**config.mk**
```make
export PLATFORM = sky130hd
export DESIGN_NAME = fec_repair_host
export DESIGN_NICKNAME = d
export VERILOG_FILES = /design/src/include/fec_hdr_pkg.sv /design/src/verilog/fec_member_check.sv /design/src/verilog/fec_repair_host.sv
export SDC_FILE = /design/constraint.sdc
export NUM_CORES = 2
export LEC_CHECK = 0
export BUFFER_PORTS_ARGS = -buffer_cell sky130_fd_sc_hd__buf_2
export CAP_MARGIN = 20
export CORE_MARGIN = 1.5
export CORE_UTILIZATION = 60
export CTS_BUF_LIST = sky130_fd_sc_hd__clkbuf_2 sky130_fd_sc_hd__clkbuf_4 sky130_fd_sc_hd__clkbuf_8
export CTS_CLUSTER_SIZE = 30
export DETAILED_ROUTE_END_ITERATION = 10
export HOLD_SLACK_MARGIN = 0.12
export PLACE_DENSITY_LB_ADDON = 0.05
export SYNTH_ARGS = -nofsm -noshare
export SYNTH_HDL_FRONTEND = slang
export SYNTH_HIERARCHICAL = 1
export SYNTH_SLANG_ARGS = --single-unit
```
**constraint.sdc**
```tcl
create_clock -name clk -period 52 [get_ports clk]
set_clock_uncertainty 0.05 [all_clocks]
set_input_delay 5.2 -clock clk [delete_from_list [all_inputs] [get_ports clk]]
set_output_delay 5.2 -clock clk [all_outputs]
set_load 0.05 [all_outputs]
```
**src/include/fec_hdr_pkg.sv**
```systemverilog
package fec_hdr_pkg;
  // register byte offsets, one aligned 32-bit word each
  localparam logic [7:0] OFF_CTRL = 8'h00;
  localparam logic [7:0] OFF_RECOV = 8'h04;
  localparam logic [7:0] OFF_LEN = 8'h08;
  localparam logic [7:0] OFF_TS = 8'h0C;
  localparam logic [7:0] OFF_SRC_ID = 8'h10;
  localparam logic [7:0] OFF_REPAIR_ID = 8'h14;
  localparam logic [7:0] OFF_BASE = 8'h18;
  localparam logic [7:0] OFF_MASK0 = 8'h1C;
  localparam logic [7:0] OFF_MASK1 = 8'h20;
  localparam logic [7:0] OFF_MASK2 = 8'h24;
  localparam logic [7:0] OFF_MASK3 = 8'h28;
  localparam logic [7:0] OFF_STATUS = 8'h2C;
  localparam logic [7:0] OFF_SESSION = 8'h30;
  localparam logic [7:0] OFF_QUERY = 8'h34;
  localparam logic [7:0] OFF_RX_W0 = 8'h38;
  localparam logic [7:0] OFF_RX_W2 = 8'h3C;
  localparam logic [7:0] OFF_COUNT = 8'h40;
  localparam logic [7:0] OFF_SEQ = 8'h44;
  // control word fields
  localparam int CTRL_START = 0;
  localparam int CTRL_LAYOUT = 1;
  localparam int CTRL_MLEN = 3;
  localparam int CTRL_PT = 8;
  // status word fields
  localparam int ST_BUSY = 0;
  localparam int ST_BAD = 1;
  localparam int ST_PROT = 2;
  localparam int ST_RXHDR = 3;
  // header layouts, retransmit flag then fixed-layout flag
  localparam logic [1:0] LAYOUT_MASK = 2'h0;
  localparam logic [1:0] LAYOUT_COLROW = 2'h1;
  localparam logic [1:0] LAYOUT_RETX = 2'h2;
  localparam logic [1:0] LAYOUT_BAD = 2'h3;
  // mask length selections: 15, 46 or 110 bits
  localparam logic [1:0] MLEN_15 = 2'h0;
  localparam logic [1:0] MLEN_46 = 2'h1;
  localparam logic [1:0] MLEN_110 = 2'h2;
  localparam logic [6:0] MASK_BITS_15 = 7'h0F;
  localparam logic [6:0] MASK_BITS_46 = 7'h2E;
  localparam logic [6:0] MASK_BITS_110 = 7'h6E;
  localparam logic [1:0] RTP_VERSION = 2'h2;
  localparam logic [3:0] IDX_F0 = 4'h4;
  localparam logic [3:0] IDX_LAST_RETX = 4'h5;
  localparam logic [3:0] IDX_LAST_SHORT = 4'h6;
  localparam logic [3:0] IDX_LAST_46 = 4'h7;
  localparam logic [3:0] IDX_LAST_110 = 4'h9;
  localparam logic [1:0] RESP_OKAY = 2'h0;
  localparam logic [1:0] RESP_SLVERR = 2'h2;

  typedef enum {TX_IDLE, TX_SEND} tx_state_t;

  // sequence arithmetic wraps at 65536
  function automatic logic [15:0] seq_add(input logic [15:0] a, input logic [15:0] b);
    return a + b;
  endfunction

  function automatic logic [15:0] seq_diff(input logic [15:0] a, input logic [15:0] b);
    return a - b;
  endfunction

  // byte-enable merge of a write into a stored word
  function automatic logic [31:0] apply_strb(input logic [31:0] old, input logic [31:0] wd,
                                             input logic [3:0] strb);
    logic [31:0] r;
    r = old;
    for (int i = 0; i < 4; i++) begin
      if (strb[i]) begin
        r[i*8 +: 8] = wd[i*8 +: 8];
      end
    end
    return r;
  endfunction
endpackage

```
**src/verilog/fec_member_check.sv**
```systemverilog
// decides whether a queried sequence number is covered by a received header
module fec_member_check
  import fec_hdr_pkg::*;
(
  input wire logic [1:0] layout, // received flag pair
  input wire logic k0, // first continuation bit
  input wire logic k1, // second continuation bit
  input wire logic [15:0] base, // first_protected_seqnum
  input wire logic [109:0] mask, // bit 109 is offset 0
  input wire logic [7:0] col, // column count
  input wire logic [7:0] row, // row count
  input wire logic [7:0] sess_col, // session column count
  input wire logic [7:0] sess_row, // session row count
  input wire logic [15:0] retx_seq, // sequence of a retransmission
  input wire logic [15:0] query, // sequence number asked about
  output logic hit // query is protected
);
  logic [15:0] off;
  logic [7:0] eff_col;
  logic [7:0] eff_row;
  logic [6:0] mlen;
  logic mask_hit;
  logic grid_hit;

  // offsets wrap, so a base just below 65535 still covers 0, 1, ...
  assign off = seq_diff(query, base); // RL24 RL9
  // both counts zero defer to the session configuration
  assign eff_col = (col == 8'h00 && row == 8'h00) ? sess_col : col; // RL14
  assign eff_row = (col == 8'h00 && row == 8'h00) ? sess_row : row; // RL14
  assign mlen = !k0 ? MASK_BITS_15 : (!k1 ? MASK_BITS_46 : MASK_BITS_110); // RL11
  assign mask_hit = (off < {9'h000, mlen}) && mask[7'd109 - off[6:0]]; // RL10
  // rows cover base..base+L; deeper grids step by the column count
  always_comb begin
    grid_hit = 1'b0;
    if (eff_col != 8'h00) begin
      if (eff_row <= 8'h01) begin
        grid_hit = off <= {8'h00, eff_col}; // RL15 RL16
      end else begin
        grid_hit = (off % {8'h00, eff_col} == 16'h0000) &&
                   (off / {8'h00, eff_col} <= {8'h00, eff_row}); // RL17
      end
    end
  end

  assign hit = (layout == LAYOUT_MASK) ? mask_hit :
               (layout == LAYOUT_COLROW) ? grid_hit :
               (layout == LAYOUT_RETX) ? (query == retx_seq) : 1'b0; // RL2 RL13 RL18
endmodule // fec_member_check

```
**src/verilog/fec_repair_host.sv**
```systemverilog
// Function
// [RL1] two leading flags pick layout: 00 bitmask, 01 column/row, 10 retransmit
// [RL2] flags 11 are never sent; received 11 headers are silently dropped
// [RL3] retransmit flag is one only for retransmissions, zero for parity repairs
// [RL4] fixed-layout flag is forced zero whenever retransmit flag is one
// [RL5] header carries copies of padding, extension, count, marker, payload type
// [RL6] 16-bit length copy counts octets after the fixed 12-byte base header
// [RL7] 32-bit timestamp copy follows the length copy
// [RL8] each contributor entry names a stream; one base/mask block per stream
// [RL9] base is the lowest protected sequence number, wrap aware
// [RL10] mask bit j marks base plus j; bit zero is the most significant
// [RL11] continuation bits give mask lengths of 15, 46 or 110 bits
// [RL12] repair payload covers everything after the fixed 12-byte base header
// [RL13] column/row layout puts base, column and row counts in place of masks
// [RL14] zero column and zero row counts mean use session values
// [RL15] nonzero columns, zero rows: row protection only, no column repairs
// [RL16] row count one: row repairs first, then column repairs at column stride
// [RL17] row count above one: column protection at stride of column count
// [RL18] retransmit: sequence replaces length copy, source id in header
// [RL19] retransmitter uses a distinct repair stream id per source stream
// [RL20] retransmission is a fresh RTP header before the unchanged source packet
// [RL21] every packet uses protocol version two
// [RL22] outer marker bit is sent as zero and ignored on receipt
// [RL23] each repair packet sequence number is one above the previous one
// [RL24] sequence additions and comparisons wrap modulo 65536
//
// Chosen here: the register addresses and the AXI4-Lite interface to the registers.
module fec_repair_host
  import fec_hdr_pkg::*;
#(
  parameter int ADDR_W = 8
) (
  input wire logic clk, // 100 MHz clock
  input wire logic rst, // asynchronous reset, active high
  input wire logic ce, // clock enable, freezes state when low
  input wire logic [ADDR_W-1:0] awaddr, // write address
  input wire logic awvalid, // write address valid
  output logic awready, // write address ready
  input wire logic [31:0] wdata, // write data
  input wire logic [3:0] wstrb, // write byte enables
  input wire logic wvalid, // write data valid
  output logic wready, // write data ready
  output logic [1:0] bresp, // write response
  output logic bvalid, // write response valid
  input wire logic bready, // write response ready
  input wire logic [ADDR_W-1:0] araddr, // read address
  input wire logic arvalid, // read address valid
  output logic arready, // read address ready
  output logic [31:0] rdata, // read data
  output logic [1:0] rresp, // read response
  output logic rvalid, // read data valid
  input wire logic rready, // read data ready
  output logic [31:0] tx_data, // outgoing header word
  output logic tx_valid, // outgoing word valid
  output logic tx_last, // last header word of a packet
  input wire logic tx_ready, // sink takes the word
  input wire logic [31:0] rx_data, // received repair header word
  input wire logic rx_valid, // received word valid
  input wire logic rx_last, // last received header word
  output logic rx_ready // receive side takes words
);
  // the register map needs a full byte of address
  if (ADDR_W < 8) begin : g_addr_check
    $error("ADDR_W must be at least 8");
  end

  tx_state_t state;
  logic [31:0] ctrl, recov, len, ts, src_id, repair_id, base, mask0, mask1, mask2, mask3;
  logic [31:0] session, query, rx_w0, rx_w2, rx_w3, rx_w4, rx_w5;
  logic [15:0] out_seq, discard_cnt, accept_cnt;
  logic [31:0] tx_time, free_time, word, rd_mux;
  logic [3:0] tx_idx, slot, next_slot, last_idx, rx_idx;
  logic bad_flag, rx_hdr, hit;

  // bus decode; config other than session and query is frozen while a header is going out
  wire wr_go = ce && awvalid && wvalid && !bvalid;
  wire rd_go = ce && arvalid && !rvalid;
  wire [7:0] wa = {awaddr[7:2], 2'b00};
  wire [7:0] ra = {araddr[7:2], 2'b00};
  // address bits above the byte map make the access an error
  wire wa_mapped = (wa <= OFF_SEQ) && ((awaddr >> 8) == '0);
  wire ra_mapped = (ra <= OFF_SEQ) && ((araddr >> 8) == '0);
  wire [31:0] seq_merged = apply_strb({16'h0000, out_seq}, wdata, wstrb);
  wire busy = (state == TX_SEND);
  wire cfg_we = wr_go && !busy;
  wire start_req = cfg_we && wa == OFF_CTRL && wstrb[0] && wdata[CTRL_START];
  wire [1:0] req_layout = wdata[CTRL_LAYOUT +: 2];
  wire start_ok = start_req && req_layout != LAYOUT_BAD; // RL2
  wire bad_set = start_req && req_layout == LAYOUT_BAD; // RL2
  wire bad_clr = wr_go && wa == OFF_STATUS && wstrb[0] && wdata[ST_BAD];
  wire [1:0] layout = ctrl[CTRL_LAYOUT +: 2];
  wire [1:0] mlen = ctrl[CTRL_MLEN +: 2];
  wire retx = (layout == LAYOUT_RETX); // RL3
  wire f_bit = !retx && layout == LAYOUT_COLROW; // RL4 RL1
  wire k0 = (mlen != MLEN_15); // RL11
  wire k1 = (mlen == MLEN_110); // RL11
  wire tx_fire = ce && tx_valid && tx_ready;
  wire pkt_end = tx_fire && tx_last;
  wire rx_fire = ce && rx_valid;
  wire [31:0] rx_w0_now = (rx_idx == 4'h0) ? rx_data : rx_w0;
  wire rx_bad = rx_w0_now[31] && rx_w0_now[30]; // RL2

  assign awready = wr_go;
  assign wready = wr_go;
  assign arready = rd_go;
  assign rx_ready = ce;

  // retransmissions skip the contributor word, so later slots shift by one
  function automatic logic [3:0] slot_of(input logic [3:0] i, input logic r);
    return (r && i >= 4'h3) ? i + 4'h1 : i;
  endfunction
  assign slot = slot_of(tx_idx, retx);
  assign next_slot = slot_of(tx_idx + 4'h1, retx);
  assign last_idx = retx ? IDX_LAST_RETX : (layout == LAYOUT_COLROW || mlen == MLEN_15) ?
                    IDX_LAST_SHORT : (mlen == MLEN_46) ? IDX_LAST_46 : IDX_LAST_110;

  // header word for the slot about to be shown
  function automatic logic [31:0] hdr_word(input logic [3:0] s);
    case (s)
      4'h0: hdr_word = {RTP_VERSION, 2'b00, retx ? 4'h0 : 4'h1, 1'b0, ctrl[CTRL_PT +: 7],
                        out_seq}; // RL21 RL22 RL20 RL8 RL23
      4'h1: hdr_word = tx_time;
      4'h2: hdr_word = repair_id; // RL19
      4'h3: hdr_word = src_id; // RL8
      4'h4: hdr_word = {retx, f_bit, recov[13], recov[12], recov[11:8], recov[7], recov[6:0],
                        len[15:0]}; // RL1 RL3 RL4 RL5 RL6 RL18
      4'h5: hdr_word = ts; // RL7
      4'h6: hdr_word = retx ? src_id : (layout == LAYOUT_COLROW) ? base :
                       {base[15:0], k0, mask0[14:0]}; // RL18 RL13 RL9 RL10 RL11
      4'h7: hdr_word = {k1, mask1[30:0]}; // RL11
      4'h8: hdr_word = mask2;
      4'h9: hdr_word = mask3;
      default: hdr_word = 32'h0000_0000;
    endcase
  endfunction

  // only the header leaves here; the repair payload follows it outside (RL12)
  // a process, so the word follows register changes and not only the slot
  always_comb begin
    word = hdr_word(next_slot); // RL12
  end

  // write-side handshake; the response follows the accepted pair by one edge
  always_ff @(posedge clk or posedge rst) begin
    if (rst) begin
      bvalid <= 1'b0;
      bresp <= RESP_OKAY;
    end else if (ce) begin
      if (wr_go) begin
        bvalid <= 1'b1;
        bresp <= wa_mapped ? RESP_OKAY : RESP_SLVERR;
      end else if (bready) begin
        bvalid <= 1'b0;
      end
    end
  end

  // configuration registers
  always_ff @(posedge clk or posedge rst) begin
    if (rst) begin
      {ctrl, recov, len, ts, src_id, repair_id} <= '0;
      {base, mask0, mask1, mask2, mask3, session, query} <= '0;
    end else if (ce) begin
      if (cfg_we && wa == OFF_CTRL) ctrl <= apply_strb(ctrl, wdata, wstrb) & 32'hFFFF_FFFE;
      if (cfg_we && wa == OFF_RECOV) recov <= apply_strb(recov, wdata, wstrb);
      if (cfg_we && wa == OFF_LEN) len <= apply_strb(len, wdata, wstrb);
      if (cfg_we && wa == OFF_TS) ts <= apply_strb(ts, wdata, wstrb);
      if (cfg_we && wa == OFF_SRC_ID) src_id <= apply_strb(src_id, wdata, wstrb);
      if (cfg_we && wa == OFF_REPAIR_ID) repair_id <= apply_strb(repair_id, wdata, wstrb);
      if (cfg_we && wa == OFF_BASE) base <= apply_strb(base, wdata, wstrb);
      if (cfg_we && wa == OFF_MASK0) mask0 <= apply_strb(mask0, wdata, wstrb);
      if (cfg_we && wa == OFF_MASK1) mask1 <= apply_strb(mask1, wdata, wstrb);
      if (cfg_we && wa == OFF_MASK2) mask2 <= apply_strb(mask2, wdata, wstrb);
      if (cfg_we && wa == OFF_MASK3) mask3 <= apply_strb(mask3, wdata, wstrb);
      if (wr_go && wa == OFF_SESSION) session <= apply_strb(session, wdata, wstrb);
      if (wr_go && wa == OFF_QUERY) query <= apply_strb(query, wdata, wstrb);
    end
  end

  // sticky refusal flag: a new refusal in the clearing cycle wins
  always_ff @(posedge clk or posedge rst) begin
    if (rst) begin
      bad_flag <= 1'b0;
    end else if (ce) begin
      bad_flag <= bad_set | (bad_flag & ~bad_clr); // RL2
    end
  end

  // transmit sequencer; tx_data always holds the word for tx_idx
  always_ff @(posedge clk or posedge rst) begin
    if (rst) begin
      state <= TX_IDLE;
      tx_idx <= 4'h0;
      tx_valid <= 1'b0;
      tx_last <= 1'b0;
      tx_data <= 32'h0000_0000;
      tx_time <= 32'h0000_0000;
    end else if (ce) begin
      case (state)
        TX_IDLE: begin
          if (start_ok) begin
            state <= TX_SEND;
            tx_idx <= 4'h0;
            tx_valid <= 1'b1;
            tx_last <= 1'b0;
            tx_time <= free_time;
            tx_data <= {RTP_VERSION, 2'b00, req_layout == LAYOUT_RETX ? 4'h0 : 4'h1, 1'b0,
                        wdata[CTRL_PT +: 7], out_seq}; // RL21 RL22
          end
        end
        TX_SEND: begin
          if (tx_fire) begin
            if (tx_last) begin
              state <= TX_IDLE;
              tx_valid <= 1'b0;
              tx_last <= 1'b0;
            end else begin
              tx_idx <= tx_idx + 4'h1;
              tx_last <= (tx_idx + 4'h1 == last_idx);
              tx_data <= word;
            end
          end
        end
        default: state <= TX_IDLE;
      endcase
    end
  end

  // outer sequence steps by one per finished repair packet, wrapping
  always_ff @(posedge clk or posedge rst) begin
    if (rst) begin
      out_seq <= 16'h0000;
      free_time <= 32'h0000_0000;
    end else if (ce) begin
      free_time <= free_time + 32'h0000_0001;
      if (pkt_end) begin
        out_seq <= seq_add(out_seq, 16'h0001); // RL23 RL24
      end else if (cfg_we && wa == OFF_SEQ) begin
        out_seq <= seq_merged[15:0];
      end
    end
  end

  // receive parser: latch header words, classify at the last one
  always_ff @(posedge clk or posedge rst) begin
    if (rst) begin
      rx_idx <= 4'h0;
      {rx_w0, rx_w2, rx_w3, rx_w4, rx_w5} <= '0;
      {discard_cnt, accept_cnt} <= '0;
      rx_hdr <= 1'b0;
    end else if (rx_fire) begin
      rx_idx <= rx_last ? 4'h0 : (rx_idx == 4'hF ? rx_idx : rx_idx + 4'h1);
      if (rx_idx == 4'h0) rx_w0 <= rx_data;
      if (rx_idx == 4'h2) rx_w2 <= rx_data;
      if (rx_idx == 4'h3) rx_w3 <= rx_data;
      if (rx_idx == 4'h4) rx_w4 <= rx_data;
      if (rx_idx == 4'h5) rx_w5 <= rx_data;
      if (rx_last && rx_bad) begin
        discard_cnt <= discard_cnt + 16'h0001; // RL2
        rx_hdr <= 1'b0;
      end else if (rx_last) begin
        accept_cnt <= accept_cnt + 16'h0001;
        rx_hdr <= 1'b1;
      end
    end
  end

  fec_member_check u_member (
    .layout(rx_w0[31:30]),
    .k0(rx_w2[15]),
    .k1(rx_w3[31]),
    .base(rx_w2[31:16]),
    .mask({rx_w2[14:0], rx_w3[30:0], rx_w4, rx_w5}),
    .col(rx_w2[15:8]),
    .row(rx_w2[7:0]),
    .sess_col(session[7:0]),
    .sess_row(session[15:8]),
    .retx_seq(rx_w0[15:0]),
    .query(query[15:0]),
    .hit(hit)
  );

  // read mux decodes the low byte only; unmapped words in the byte map read zero, words above it alias their low-byte word, all with an error response
  always_comb begin
    case (ra)
      OFF_CTRL: rd_mux = ctrl;
      OFF_RECOV: rd_mux = recov;
      OFF_LEN: rd_mux = len;
      OFF_TS: rd_mux = ts;
      OFF_SRC_ID: rd_mux = src_id;
      OFF_REPAIR_ID: rd_mux = repair_id;
      OFF_BASE: rd_mux = base;
      OFF_MASK0: rd_mux = mask0;
      OFF_MASK1: rd_mux = mask1;
      OFF_MASK2: rd_mux = mask2;
      OFF_MASK3: rd_mux = mask3;
      OFF_STATUS: rd_mux = {28'h0000000, rx_hdr, hit && rx_hdr, bad_flag, busy};
      OFF_SESSION: rd_mux = session;
      OFF_QUERY: rd_mux = query;
      OFF_RX_W0: rd_mux = rx_w0;
      OFF_RX_W2: rd_mux = rx_w2;
      OFF_COUNT: rd_mux = {discard_cnt, accept_cnt};
      OFF_SEQ: rd_mux = {16'h0000, out_seq};
      default: rd_mux = 32'h0000_0000;
    endcase
  end

  // read data channel
  always_ff @(posedge clk or posedge rst) begin
    if (rst) begin
      rvalid <= 1'b0;
      rdata <= 32'h0000_0000;
      rresp <= RESP_OKAY;
    end else if (ce) begin
      if (rd_go) begin
        rvalid <= 1'b1;
        rdata <= rd_mux;
        rresp <= ra_mapped ? RESP_OKAY : RESP_SLVERR;
      end else if (rready) begin
        rvalid <= 1'b0;
      end
    end
  end
endmodule // fec_repair_host
```
==> metrics.txt <==
Syn Inst Count around 4200; Max-Cap Viols 0; top cells by count, synth dfrtp_1 (767), mux2_2 (651), nand2_1 (312); Worst-path clk slew 60 ps; crit path max-delay cell type o41ai_2; post-CTS setup buffers 0; Synth top area share 0.424; worst endpoint data arrival time roughly 41000 ps; Max-slew headroom 0.190; initial antenna violation count 11; busiest grt layer met2; GPL Wtd Cong a little over 1; final number of setup-violating endpoints 0; DRT iter0 DRCs 5530; Yosys top cell by area dfrtp_1; f_max 24.6 MHz; most used cell, CP o21a_1; asr flop ratio synth 1.00; # IOs 171; reg-to-reg startpoint rx_w2[20]; count leader, synth dfrtp_1; first-pass GRT wire length 243000 µm; met2 usage 0.593; Initial DRT Pass Iterations 9; Post-layout nets between 4000 and 5000; Initial Util 0.607; input/output buffers 164; Root Driver clkbuf_8; Placed Cells 5146; die extent in y roughly 280 µm; worst hold path type register to register; Ys Warns 6; worst-margin pin slew 1210 ps; pre-CTS setup slack roughly 12000 ps; Top delay family on crit path compound AO/OA/AOI/OAI gates; Total Routing Usage GR 0.429; Mapped Area 0.0452 mm²; Slew Limit Fails 0; post-route DRC violation count 0; register area 0.0192 mm²; worst setup path startpoint rx_w2[20]; CTS sink count approximately 770; PnR worst setup slack 11370 ps; Util after Layout 0.666; via count 38200; vias in the first global route roughly 36000; wire per inst 31.0 µm; crit path capture type register; Fillers between 6000 and 7000; CTS Buffer Depth 3; Skew-Pair Late Insertion Delay 840 ps; antenna-violating nets left 0; fin crit period around 40000 ps; H-tree depth 4; DR vias/cell about 7; Cell variety after synth 119; Area contributors post-synth dfrtp_1 (42%), mux2_2 (16%), ha_1 (4.0%); unrepaired setup endpoints after global routing false; row count 100; kind of critical path register to register; grt ovf 0; Fin. Hold Viols 0; M1 GR Usage 0.576; CTS tree built; Post-Syn Area per Cell 10.8 µm²; Setup TNS 0 ps; layout cells sized above 1 0.289; post-DP HPWL about 120000 µm; #FFs+latches synth 767; DIE AREA 0.0770 mm²; DRT Wirelength ~170000 µm; CP bufs+invs 8; die width approximately 280 µm; GR Util met3 0.152; CP max FO 21; CTS resizes 0; final cell count without fillers 5387; outcome finished, final reports clean; critical path required time 52680 ps; largest net degree at the start of global routing 178; register area share after synthesis 0.424; count of hold-fix buffers inserted at cts 0; commonest register cell after synthesis dfrtp_1; CP Launch Type register; CP peak stage delay 740 ps; core footprint 0.0746 mm²; Post-synth EDFFs 0; CTS buffer count 131; Hold Startpoint rdata[10]; Multi-input gate area 0.0247 mm²; final worst path period share 0.781; Area Overhead vs Synth 9.78%
path summary, 6_finish.rpt:
check,cells past startpoint,slack (ps),end
setup reg to reg,175,11370,rdata[2]
setup / recovery,175,11370,rdata[2]
min in group asynchronous,2,4520,rx_w4[18]
hold reg to reg,1,420,rdata[10]
max in group asynchronous,6,43510,ctrl[2]
hold / removal,1,420,rdata[10]
per-stage QoR:
stage               area, µm²  hold slack [ps]
floorplan               45200              391
global placement        46800              404
detailed placement      46800              410
CTS                     49600              423
global route            49700              438
finish                  49700              420
layout by cell type, fill, tap and decap left out, types with 30 or more instances in the layout:
| cell type | n |
|---|---|
| dfrtp_1 | 765 |
| mux2_2 | 651 |
| nand2_1 | 312 |
| nor2_1 | 224 |
| a22oi_1 | 184 |
| buf_2 | 164 |
| clkbuf_8 | 160 |
| a21oi_1 | 159 |
| ha_1 | 145 |
| o21ai_0 | 119 |
| xnor2_1 | 91 |
| a21o_1 | 82 |
| nand3_1 | 81 |
| nand4_1 | 78 |
| nor3_1 | 71 |
| inv_1 | 70 |
| buf_4 | 69 |
| a222oi_1 | 64 |
| o21a_1 | 54 |
| a22o_1 | 48 |
| mux2i_1 | 47 |
| xor2_1 | 47 |
| nor2b_1 | 41 |
| clkbuf_4 | 41 |
| a31oi_1 | 40 |
| and3_1 | 39 |
| a211oi_1 | 38 |
| mux4_2 | 34 |
| a221oi_1 | 30 |
per-layer routing:
metal,vias to the layer above,part of all wire
li1,16200,-
met1,18900,0.39
met2,2500,0.40
met3,649,0.13
met4,14,0.070
met5,-,0.0015
worst reg2reg max path, delay by kind of cell, from the launching register on:
family	cells	cell delay (ps)
AO/OA/AOI/OAI	96	21460
flip-flops	1	490
AND/OR/NAND/NOR	48	10810
buffers and inverters	8	1020
multiplexers	5	1320
adder cells (fa/ha/maj)	18	5380
cell families (layout without fill, tap and decap cells):
| kind of cell | count (synthesis) | count (layout) | synth area share |
|---|---|---|---|
| AND/OR/NAND/NOR | 1052 | 1052 | 0.118 |
| multiplexers | 738 | 738 | 0.191 |
| other | 1 | 4 | 0.0000829 |
| buffers and inverters | 309 | 545 | 0.0311 |
| flip-flops | 767 | 767 | 0.424 |
| XOR/XNOR | 141 | 141 | 0.0278 |
| adder cells (fa/ha/maj) | 148 | 148 | 0.0413 |
| AO/OA/AOI/OAI | 1023 | 1023 | 0.167 |
cell type report:
cell class,instances,share of cell area
antenna,2,0.000101
clock buffer,201,0.0505
clock inverter,33,0.00600
inverter,75,0.00587
multi-input combinational,3104,0.498
sequential,767,0.387
tap,969,0.0244
timing repair buffer,236,0.0281
Power is left out: the tool's default activity adds up to more than one toggle a clock period on the data nets, which glitch-free logic cannot reach.
